$ cat config.mk
export PLATFORM = sky130hd
export DESIGN_NAME = mrc_receive_control
export DESIGN_NICKNAME = d
export VERILOG_FILES = /design/src/mrc_pkg.sv /design/src/mrc_receive_control.sv
export SDC_FILE = /design/constraint.sdc
export NUM_CORES = 1
export LEC_CHECK = 0
export ABC_AREA = 1
export BUFFER_PORTS_ARGS = -buffer_cell sky130_fd_sc_hd__buf_2
export CORE_MARGIN = 2
export CORE_UTILIZATION = 58
export CTS_CLUSTER_DIAMETER = 100
export CTS_CLUSTER_SIZE = 25
export DETAILED_ROUTE_END_ITERATION = 10
export GPL_TIMING_DRIVEN = 0
export PLACE_DENSITY = 0.84
export SLEW_MARGIN = 20
export SYNTH_ARGS = -nofsm -noshare
export SYNTH_HDL_FRONTEND = slang
export SYNTH_SLANG_ARGS = --single-unit
$ cat constraint.sdc
create_clock -name clk -period 3.5 [get_ports clk]
set_input_delay 0.175 -clock clk [delete_from_list [all_inputs] [get_ports clk]]
set_output_delay 0.175 -clock clk [all_outputs]
set_load 0.01 [all_outputs]
$ cat src/mrc_pkg.sv
/*
  Shared constants and types for the receive control and status block
  of the Ethernet MAC: register offsets, masks, frame limits, receive states.
  Assumes a single 32-bit register port and an MII or 7-wire PHY link.
*/
package mrc_pkg;

  //////////////////////////////////////////////////////////////////////////
  // register map
  localparam logic [15:0] MRC_CTRL_ADDR = 16'ha010;
  localparam logic [15:0] MRC_STAT_ADDR = 16'ha014;
  localparam logic [31:0] MRC_CTRL_RESET = 32'h0000_0000;
  localparam logic [31:0] MRC_STAT_RESET = 32'h0000_0000;
  localparam logic [31:0] MRC_CTRL_WMASK = 32'h0000_6f7f;
  localparam logic [31:0] MRC_STAT_W1C_MASK = 32'h0000_efe0;
  localparam logic [31:0] MRC_IRQ_EN_MASK = 32'h0000_6f00;
  localparam logic [31:0] MRC_FRAME_CLR_MASK = 32'h0000_4fe0;

  //////////////////////////////////////////////////////////////////////////
  // control field positions
  localparam int MRC_B_RECEIVE_ON = 0;
  localparam int MRC_B_HALT_REQUEST = 1;
  localparam int MRC_B_ACCEPT_OVERSIZE = 2;
  localparam int MRC_B_ACCEPT_UNDERSIZE = 3;
  localparam int MRC_B_STRIP_CHECKSUM = 4;
  localparam int MRC_B_PASS_CONTROL_FRAMES = 5;
  localparam int MRC_B_SKIP_CHECKSUM = 6;
  localparam int MRC_B_PARITY_IRQ_ENABLE = 13;

  // status field positions
  localparam int MRC_B_CONTROL_FRAME_SEEN = 5;
  localparam int MRC_B_RECEIVE_IRQ_FLAG = 6;
  localparam int MRC_B_SEVEN_WIRE_SOURCE = 7;
  localparam int MRC_B_MISALIGN_FLAG = 8;
  localparam int MRC_B_CHECKSUM_FLAG = 9;
  localparam int MRC_B_OVERFLOW_FLAG = 10;
  localparam int MRC_B_OVERSIZE_FLAG = 11;
  localparam int MRC_B_FIFO_PARITY_FLAG = 13;
  localparam int MRC_B_GOOD_FRAME_FLAG = 14;
  localparam int MRC_B_RECEPTION_STOPPED = 15;

  //////////////////////////////////////////////////////////////////////////
  // frame constants
  localparam logic [15:0] MRC_MAX_LEN = 16'd1518;
  localparam logic [15:0] MRC_MIN_LEN = 16'd64;
  localparam logic [15:0] MRC_CTL_TYPE = 16'h8808;
  localparam logic [15:0] MRC_TYPE_HI_IDX = 16'd12;
  localparam logic [15:0] MRC_TYPE_LO_IDX = 16'd13;
  localparam logic [15:0] MRC_STRIP_BYTES = 16'd4;
  localparam logic [7:0] MRC_SFD = 8'hd5;
  localparam logic [31:0] MRC_CRC_INIT = 32'hffff_ffff;
  localparam logic [31:0] MRC_CRC_POLY = 32'hedb8_8320;
  localparam logic [31:0] MRC_CRC_RESIDUE = 32'hdebb_20e3;
  localparam logic [2:0] MRC_STEP_MII = 3'h4;
  localparam logic [2:0] MRC_STEP_SEVEN = 3'h1;

  //////////////////////////////////////////////////////////////////////////
  // types
  typedef enum logic [1:0] {
    MRC_IDLE = 2'b00,
    MRC_HUNT = 2'b01,
    MRC_DATA = 2'b10,
    MRC_DROP = 2'b11
  } mrc_state_t;

  typedef struct packed {
    logic rxDv;
    logic rxEr;
    logic [3:0] rxd;
  } mrc_mii_t;

  typedef struct packed {
    logic [15:0] addr;
    logic [31:0] wdata;
    logic wr;
    logic rd;
  } mrc_reg_req_t;

  typedef struct packed {
    logic done;
    logic accept;
    logic sevenWire;
    logic [15:0] length;
  } mrc_frame_t;

endpackage

$ cat src/mrc_receive_control.sv
/*
  Receive control and status logic of the Ethernet MAC: control and
  status registers, frame reception from an MII or 7-wire PHY, checksum,
  length checks, byte stream towards the receive FIFO.
  Assumes the PHY link arrives asynchronously with its own receive clock,
  the FIFO, address filter and MAC control sit on clk.
*/
module mrc_receive_control (
  // clock and reset
  input wire logic clk,
  input wire logic rst,
  // register port
  input wire mrc_pkg::mrc_reg_req_t regReq,
  output logic [31:0] regRdata,
  // phy link
  input wire logic linkClk,
  input wire mrc_pkg::mrc_mii_t miiPins,
  input wire logic sevenWireSel,
  // mac control and address filter
  input wire logic immediateHalt,
  input wire logic addressMatch,
  // receive fifo
  output logic [7:0] outData,
  output logic outValid,
  input wire logic fifoFull,
  input wire logic fifoParityErr,
  // frame result and interrupt
  output mrc_pkg::mrc_frame_t frameInfo,
  output logic irqPulse
);
  import mrc_pkg::*;

  ////////////////////////////////////////////////////////////////////////////
  // declarations
  logic [31:0] ctrl;
  logic [31:0] stat;
  logic [31:0] next_stat;
  logic [31:0] evSet;
  logic [31:0] irqHits;
  logic [31:0] w1cBits;
  logic lkS1;
  logic lkS2;
  logic lkS3;
  mrc_mii_t pinS1;
  mrc_mii_t pinS2;
  logic sample;
  logic dvNow;
  mrc_state_t state;
  logic receiveOn;
  logic haltRequest;
  logic acceptOversize;
  logic acceptUndersize;
  logic stripChecksum;
  logic passControl;
  logic skipChecksum;
  logic stopNow;
  logic stopPrev;
  logic stopRise;
  logic startOk;
  logic [2:0] step;
  logic [7:0] shifted;
  logic [7:0] acc;
  logic [2:0] bitCnt;
  logic [3:0] bitSum;
  logic sfdHit;
  logic byteDone;
  logic frameEnd;
  logic [15:0] byteCount;
  logic [31:0] crc;
  logic [15:0] typeReg;
  logic frameRxErr;
  logic frameOvf;
  logic pushNow;
  logic pushLost;
  logic [7:0] dly [4];
  logic lenLong;
  logic lenShort;
  logic crcBad;
  logic misalign;
  logic checksumErr;
  logic oversizeErr;
  logic undersizeRej;
  logic isCtl;
  logic good;
  logic accept;

  ////////////////////////////////////////////////////////////////////////////
  // checksum step, one byte, reflected
  function automatic logic [31:0] crcNext(input logic [31:0] c,
                                          input logic [7:0] d);
    logic [31:0] r;
    r = c ^ {24'h0, d};
    for (int i = 0; i < 8; i++) begin
      r = r[0] ? ((r >> 1) ^ MRC_CRC_POLY) : (r >> 1);
    end
    return r;
  endfunction

  ////////////////////////////////////////////////////////////////////////////
  // control fields
  assign receiveOn = ctrl[MRC_B_RECEIVE_ON];
  assign haltRequest = ctrl[MRC_B_HALT_REQUEST];
  assign acceptOversize = ctrl[MRC_B_ACCEPT_OVERSIZE];
  assign acceptUndersize = ctrl[MRC_B_ACCEPT_UNDERSIZE];
  assign stripChecksum = ctrl[MRC_B_STRIP_CHECKSUM];
  assign passControl = ctrl[MRC_B_PASS_CONTROL_FRAMES];
  assign skipChecksum = ctrl[MRC_B_SKIP_CHECKSUM];

  ////////////////////////////////////////////////////////////////////////////
  // link synchronisers
  always_ff @(posedge clk) begin
    if (rst) begin
      lkS1 <= 1'b0;
      lkS2 <= 1'b0;
      lkS3 <= 1'b0;
      pinS1 <= '0;
      pinS2 <= '0;
    end else begin
      lkS1 <= linkClk;
      lkS2 <= lkS1;
      lkS3 <= lkS2;
      pinS1 <= miiPins;
      pinS2 <= pinS1;
    end
  end

  // sample mid-period, on the falling link edge
  assign sample = lkS3 & ~lkS2;
  assign dvNow = pinS2.rxDv;

  ////////////////////////////////////////////////////////////////////////////
  // bit and nibble assembly
  assign step = sevenWireSel ? MRC_STEP_SEVEN : MRC_STEP_MII;
  assign shifted = sevenWireSel ? {pinS2.rxd[0], acc[7:1]}
                                : {pinS2.rxd, acc[7:4]};
  assign bitSum = {1'b0, bitCnt} + {1'b0, step};

  assign stopNow = ~receiveOn | immediateHalt;
  assign startOk = receiveOn & ~haltRequest & ~immediateHalt;
  assign stopRise = stopNow & ~stopPrev;

  assign sfdHit = (state == MRC_HUNT) & ~stopNow & sample & dvNow
                  & (shifted == MRC_SFD);
  assign byteDone = (state == MRC_DATA) & ~stopNow & sample & dvNow
                    & bitSum[3];
  assign frameEnd = (state == MRC_DATA) & ~stopNow & sample & ~dvNow;

  ////////////////////////////////////////////////////////////////////////////
  // receive state machine
  always_ff @(posedge clk) begin
    if (rst) begin
      state <= MRC_IDLE;
    end else begin
      unique case (state)
        MRC_IDLE: begin
          if (sample && dvNow) begin
            state <= startOk ? MRC_HUNT : MRC_DROP;
          end
        end
        MRC_HUNT: begin
          if (stopNow) begin
            state <= MRC_DROP;
          end else if (sample && !dvNow) begin
            state <= MRC_IDLE;
          end else if (sfdHit) begin
            state <= MRC_DATA;
          end
        end
        MRC_DATA: begin
          if (stopNow) begin
            state <= MRC_DROP;
          end else if (frameEnd) begin
            state <= MRC_IDLE;
          end
        end
        MRC_DROP: begin
          if (sample && !dvNow) begin
            state <= MRC_IDLE;
          end
        end
      endcase
    end
  end

  always_ff @(posedge clk) begin
    if (rst) begin
      stopPrev <= 1'b1;
    end else begin
      stopPrev <= stopNow;
    end
  end

  // shift register and bit counter
  always_ff @(posedge clk) begin
    if (rst) begin
      acc <= 8'h00;
      bitCnt <= 3'h0;
    end else begin
      if (sample && dvNow
          && (state == MRC_HUNT || state == MRC_DATA)) begin
        acc <= shifted;
      end
      if (sfdHit) begin
        bitCnt <= 3'h0;
      end else if ((state == MRC_DATA) && sample && dvNow) begin
        bitCnt <= bitSum[2:0];
      end
    end
  end

  ////////////////////////////////////////////////////////////////////////////
  // per-frame tracking
  always_ff @(posedge clk) begin
    if (rst) begin
      byteCount <= 16'h0000;
      crc <= MRC_CRC_INIT;
      typeReg <= 16'h0000;
    end else if (sfdHit) begin
      byteCount <= 16'h0000;
      crc <= MRC_CRC_INIT;
      typeReg <= 16'h0000;
    end else if (byteDone) begin
      if (byteCount != 16'hffff) begin
        byteCount <= byteCount + 16'h0001;
      end
      crc <= crcNext(crc, shifted);
      if (byteCount == MRC_TYPE_HI_IDX) begin
        typeReg[15:8] <= shifted;
      end
      if (byteCount == MRC_TYPE_LO_IDX) begin
        typeReg[7:0] <= shifted;
      end
    end
  end

  always_ff @(posedge clk) begin
    if (rst) begin
      frameRxErr <= 1'b0;
    end else if (sfdHit) begin
      frameRxErr <= 1'b0;
    end else if ((state == MRC_DATA) && sample && dvNow && pinS2.rxEr) begin
      frameRxErr <= 1'b1;
    end
  end

  assign pushNow = byteDone
                   & (~stripChecksum | (byteCount >= MRC_STRIP_BYTES));
  assign pushLost = pushNow & fifoFull;

  always_ff @(posedge clk) begin
    if (rst) begin
      frameOvf <= 1'b0;
    end else if (sfdHit) begin
      frameOvf <= 1'b0;
    end else if (pushLost) begin
      frameOvf <= 1'b1;
    end
  end

  ////////////////////////////////////////////////////////////////////////////
  // byte output, four-byte delay for stripping
  always_ff @(posedge clk) begin
    if (rst) begin
      dly[0] <= 8'h00;
    end else if (byteDone) begin
      dly[0] <= shifted;
    end
  end

  for (genvar gi = 1; gi < 4; gi++) begin : g_dly
    always_ff @(posedge clk) begin
      if (rst) begin
        dly[gi] <= 8'h00;
      end else if (byteDone) begin
        dly[gi] <= dly[gi-1];
      end
    end
  end

  always_ff @(posedge clk) begin
    if (rst) begin
      outData <= 8'h00;
      outValid <= 1'b0;
    end else begin
      outValid <= pushNow & ~fifoFull;
      if (pushNow) begin
        outData <= stripChecksum ? dly[3] : shifted;
      end
    end
  end

  ////////////////////////////////////////////////////////////////////////////
  // end-of-frame evaluation
  assign lenLong = byteCount > MRC_MAX_LEN;
  assign lenShort = byteCount < MRC_MIN_LEN;
  assign crcBad = ~skipChecksum & (crc != MRC_CRC_RESIDUE);
  assign misalign = (bitCnt != 3'h0) & crcBad;
  assign checksumErr = crcBad | frameRxErr;
  assign oversizeErr = lenLong & ~acceptOversize;
  assign undersizeRej = lenShort & ~acceptUndersize;
  assign isCtl = (typeReg == MRC_CTL_TYPE) & addressMatch
                 & (byteCount == MRC_MIN_LEN);
  assign good = ~checksumErr & ~misalign & ~frameOvf & ~oversizeErr
                & ~undersizeRej;
  assign accept = good & (~isCtl | passControl);

  always_comb begin
    evSet = 32'h0000_0000;
    if (frameEnd) begin
      evSet[MRC_B_CONTROL_FRAME_SEEN] = isCtl;
      evSet[MRC_B_SEVEN_WIRE_SOURCE] = sevenWireSel;
      evSet[MRC_B_MISALIGN_FLAG] = misalign;
      evSet[MRC_B_CHECKSUM_FLAG] = checksumErr;
      evSet[MRC_B_OVERSIZE_FLAG] = oversizeErr;
      evSet[MRC_B_GOOD_FRAME_FLAG] = good;
    end
    evSet[MRC_B_OVERFLOW_FLAG] = pushLost;
    evSet[MRC_B_FIFO_PARITY_FLAG] = fifoParityErr;
    evSet[MRC_B_RECEPTION_STOPPED] = stopRise;
  end

  assign irqHits = evSet & ctrl & MRC_IRQ_EN_MASK;

  ////////////////////////////////////////////////////////////////////////////
  // status register
  assign w1cBits = (regReq.wr && (regReq.addr == MRC_STAT_ADDR))
                   ? (regReq.wdata & MRC_STAT_W1C_MASK) : 32'h0000_0000;

  always_comb begin
    next_stat = stat & ~w1cBits;
    if (sfdHit) begin
      next_stat = next_stat & ~MRC_FRAME_CLR_MASK;
    end
    next_stat = next_stat | evSet;
    if (irqHits != 32'h0000_0000) begin
      next_stat[MRC_B_RECEIVE_IRQ_FLAG] = 1'b1;
    end
    next_stat = next_stat & MRC_STAT_W1C_MASK;
  end

  always_ff @(posedge clk) begin
    if (rst) begin
      stat <= MRC_STAT_RESET;
    end else begin
      stat <= next_stat;
    end
  end

  always_ff @(posedge clk) begin
    if (rst) begin
      irqPulse <= 1'b0;
    end else begin
      irqPulse <= irqHits != 32'h0000_0000;
    end
  end

  ////////////////////////////////////////////////////////////////////////////
  // control register
  always_ff @(posedge clk) begin
    if (rst) begin
      ctrl <= MRC_CTRL_RESET;
    end else begin
      if (regReq.wr && (regReq.addr == MRC_CTRL_ADDR)) begin
        ctrl <= regReq.wdata & MRC_CTRL_WMASK;
      end
      if (fifoParityErr && ctrl[MRC_B_PARITY_IRQ_ENABLE]) begin
        ctrl[MRC_B_RECEIVE_ON] <= 1'b0;
      end
    end
  end

  ////////////////////////////////////////////////////////////////////////////
  // read port and frame result
  always_ff @(posedge clk) begin
    if (rst) begin
      regRdata <= 32'h0000_0000;
    end else if (regReq.rd && (regReq.addr == MRC_CTRL_ADDR)) begin
      regRdata <= ctrl;
    end else if (regReq.rd && (regReq.addr == MRC_STAT_ADDR)) begin
      regRdata <= stat;
    end else begin
      regRdata <= 32'h0000_0000;
    end
  end

  always_ff @(posedge clk) begin
    if (rst) begin
      frameInfo <= '0;
    end else begin
      frameInfo.done <= frameEnd;
      if (frameEnd) begin
        frameInfo.accept <= accept;
        frameInfo.sevenWire <= sevenWireSel;
        frameInfo.length <= byteCount;
      end
    end
  end

endmodule

* After elaboration in Yosys (flattened, before gate mapping)
Memories as Yosys holds them, arrays and structs flattened.
Index checks and enable logic that the tools add are counted.
** Word-level totals
- Register bits :: 179
- Memory bits (writable) :: 32
- Input bits :: 64
- Output and inout port bits :: 61
- Word-level logic and storage cells :: 181
- Memories kept :: 1
** Cells by class
- Add/sub/neg operators :: 2
- $lt $le $gt $ge :: 3
- Equal/unequal tests :: 16
- Multiplexer cells :: 38
- Bitwise operators :: 67
- Reduce and logical (&&, ||, !) cells :: 23
** Memories
- dly :: words 4, width 8, read ports 4, clocked after Yosys merged registers in 0, write ports 4, line mrc_receive_control.sv:75 : logic [7:0] dly [4];
** Operator list (number)
- two-way mux 32 bit :: 8
- NOT 13 -> 14 bit :: 8
- == test 16 bit, second input constant :: 3
- two-way mux 8 bit :: 6
- two-way mux 15 bit :: 3
- == test 16 x 4 -> 1 bit, second input constant :: 2
- inequality test 32 bit, second input constant :: 1
- nonzero test 32 bit :: 1
- XOR 32 x 8 -> 32 bit :: 1
- AND 1 bit :: 27
- NOT 1 bit :: 19
- adder 16 x 1 -> 16 bit, second input constant :: 1
- AND 16 bit :: 1
- == test 16 x 7 -> 1 bit, second input constant :: 1
- greater-or-equal comparator 16 x 3 -> 1 bit, second input constant :: 1
- > comparator 16 x 11 -> 1 bit, second input constant :: 1
- < comparator 16 x 7 -> 1 bit, second input constant :: 1
- two-way mux 16 bit :: 1
- two-way mux 2 bit :: 8
- inequality test 16 bit, second input constant :: 1
- NOT 16 bit :: 1
- bitwise OR 16 bit :: 1
- AND 15 bit :: 1
- logical AND 1 bit :: 11
- 19 further kinds :: 40

* Longest topological paths before layout
- Word-level depth :: 18
- Depth in mapped cells :: 15
- Depth with buffers taken out :: 14

* Worst setup path after synthesis
Ideal clock, no wire load.
- Path type :: register -> register
- Start point :: register state[0]
- End point :: memory dly[0][0], enable pin
- Library setup time :: 0.478 ns
- Arrival :: 1.982 ns
- Required time :: 3.022 ns
- Setup slack :: 1.041 ns
- Cell stages (with the launch flop) :: 9
- Path buffers :: 2
- Clock period less this slack :: 2.459 ns
- Path through :: dfxtp_1 inv_1 ha_1 inv_1 nor2_1 nand3_1 clkbuf_1 clkbuf_1 nand2_1
** RTL lines
- start: declaration :: line mrc_receive_control.sv:48 : mrc_state_t state;
- start signal: assignment :: line mrc_receive_control.sv:157 : state <= startOk ? MRC_HUNT : MRC_DROP;
- end: declaration :: line mrc_receive_control.sv:75

==> impl_metrics.ini <==
[power_and_ir_drop]
intPower_mw = 3.43
p_sw_mw = 1.19
power_density_nw_per_um2 = 438
clkPwrFrac_pct = 41.6
power.leakage_nw = 4.72
switching_share_pct = 25.8
p_seq_share_pct = 49.7
vdd_drop_max_uv = 388
power_frac_comb_pct = 8.8

[floorplanning]
die-area_um2 = 16700
rows = 45
ioPinCount = 125
die_h_um = 129
core_um2 = 15300
die_w_um = 129
start_util_pct = 59.8

[clock_network]
cts_root_buffer = clkbuf_16
cts_resized = 0
cts.sinks = 193
clkSlewWorstSetupHoldPaths_ns = 0.07
insertion_delay_ns = 0.45
cts_made_buffers = 17
cts_buffer_depth = 2
htree_levels = 4
cts_tree = done
cts_hold_repair.buffers = 9
cts_setup_buffers = 0

[timing]
hold_violations = 0
max_freq_mhz = 342
tns_ns = 0
slew_headroom_pct = 47.0
fin_crit_sh_pct = 83.7
final-setup-viol-count = 0
skew_ns = 0.00909
final_max_slew_viol_count = 0
fin_crit_ns = 2.93
holdWs_ns = 0.00107
rsz0062_at_grt = no
tightest_slew_ns = 0.789

[worst_setup_path]
cp-end-kind = flip-flop
worst_setup_path_start_kind = flip-flop
arrival_ns = 2.95
worstPathRequired_ns = 3.53
cp_max_fo = 32
crit_type = flip-flop to flip-flop
rrSetupSlack_ns = 0.57

[placement]
gp_congestion = 0.948
place_hpwl_um = 16400
placed_cell_area_um2 = 9890
port_buffers = 89

[finish]
fin_area_um2 = 10600
final_cell_mix = nand2_1, dfxtp_1, inv_1, nor2_1, buf_2
layout_commonest_cell = nand2_1
drive_gt1_share_pct = 13.6
area_growth_pct = 15.8
fin_nets = 1407
nFillCells = 1232
n_antenna_cell = 0

[global_routing]
grt_pass1_vias = 7527
gr-usage-all-layers_pct = 28.0
overflow = 0
grt_pass1_wl_um = 36500
grt_max_degree = 33
antenna_found_initial = 0

[logic_synthesis]
yosys_warnings = 0
synth.avg_cell_area_um2 = 7.60
syn-instance-count = 1200
ys.flop_type = dfxtp_1
synth-seq-area-share_pct = 45.9
ys_ff_latch = 193
synthDistinctLibCells = 43
synth_edf_count = 32
syn_area_um2 = 9120
ys_async_sr_fraction_pct = 0

[run_status]
status = complete, no violations

[drt]
first_pass_iters = 8
wl_per_cell_um = 14.7
ant_nets = 0
vias = 8280
drtIter0Drc = 829
via_per_inst = 5.32
routed_wl_um = 22900
drc = 0

[run]
drv_cap = 0

[hold_path]
hp-class = primary input to flip-flop
[final timing paths]
| kind | start | end | cells past startpoint |
|---|---|---|---|
| max | state[0]$_SDFFE_PP0P_ | dly[1][6]$_SDFFCE_PN0P_ | 8 |
| min | regReq[3] | ctrl[1]$_SDFFE_PP0P_ | 3 |
| max reg2reg | state[0]$_SDFFE_PP0P_ | dly[1][6]$_SDFFCE_PN0P_ | 8 |
| min reg2reg | pinS1[5]$_SDFF_PP0_ | dvNow$_SDFF_PP0_ | 2 |
[cell families after synthesis]
kind of cell | count (synthesis) | share of synthesized area, %
AO/OA/AOI/OAI | 209 | 12.9
AND/OR/NAND/NOR | 519 | 24.1
other | 1 | 0.0411
XOR/XNOR | 45 | 5.48
buffers and inverters | 223 | 10.2
adder cells (fa/ha/maj) | 10 | 1.37
flip-flops | 193 | 45.9
[power groups by stage]
| stage | registers, mW | logic, mW | clock network [mW] |
|---|---|---|---|
| after floorplan | 2.34 | 0.282 | 0 |
| after global placement | 2.35 | 0.378 | 0 |
| after detailed placement | 2.35 | 0.385 | 0 |
| after CTS | 2.30 | 0.396 | 1.93 |
| after global routing | 2.30 | 0.453 | 2.03 |
| final | 2.30 | 0.405 | 1.92 |
[worst max-delay path: stages (launching register included)]
cell	delay, ns
dfxtp_1	0.36
inv_1	0.09
ha_1	0.22
inv_1	0.08
nor2_1	0.08
nand3_1	0.17
clkbuf_1	0.42
clkbuf_1	0.50
nand2_2	0.58
[state kept, by name, indices dropped and copies added, names as in the netlist, 8 cells and up]
signal     flops
byteCount     16
regRdata      15
stat          10
crc           32
dly           32
typeReg       16
outData        8
ctrl          13
frameInfo     19
[layer usage]
metal / up-vias / GRT usage (%) / routed length (um)
li1: 4100 / - / -
met1: 3757 / 34.9 / 9430
met2: 367 / 47.3 / 11000
met3: 56 / 5.49 / 1890
met4: 0 / 12.1 / 630
met5: - / 0 / 0
[area by class of cell]
class                   instances  area [um^2]  share of cell area, %
multi-input cells             800         4060                   38.5
clock inverters                14          146                   1.39
clock buffers                  18          429                   4.07
plain buffers                  62          329                   3.12
inverters                     161          604                   5.73
well taps                     211          264                   2.50
repair buffers                 98          536                   5.07
flip-flops and latches        193         4180                   39.6
[Yosys cell counts (2+ instances only)]
master	n	area, um^2
edfxtp_1	32	961
buf_1	2	7.51
dfxtp_1	161	3220
nor4_1	5	31.3
buf_6	2	22.5
ha_1	10	125
nand4_1	17	106
or2_2	2	12.5
o22ai_1	8	50.1
nor2_1	136	510
xor2_2	4	65.1
nand3b_1	6	45.0
o211ai_1	4	30.0
xor2_1	30	263
clkbuf_1	31	116
nand2_4	3	33.8
buf_2	8	40.0
a211oi_1	17	128
o21ai_2	4	35.0
xor2_4	4	110
o21ai_1	7	35.0
a31oi_1	8	50.1
a21oi_1	84	420
o221ai_1	2	17.5
nand2_2	9	56.3
buf_4	19	143
inv_1	157	589
nand2_1	253	950
inv_2	3	11.3
o21ai_0	69	345
xnor2_1	7	61.3
o21ai_4	2	32.5
nor3_1	18	90.1
nand3_1	67	335
[through the flow]
stage                     setup slack (ns)  cells  util [%]  total power, mW
after floorplan                       1.04   1216         -             2.63
after global placement              0.0564   1516      64.8             2.72
after detailed placement             0.493   1516      64.8             2.73
after CTS                            0.598   1557      69.2             4.62
after global routing                 0.364   1557      69.2             4.78
final                                0.572   1557      69.2             4.62
No activity file was read; power rests on OpenSTA's default activity.
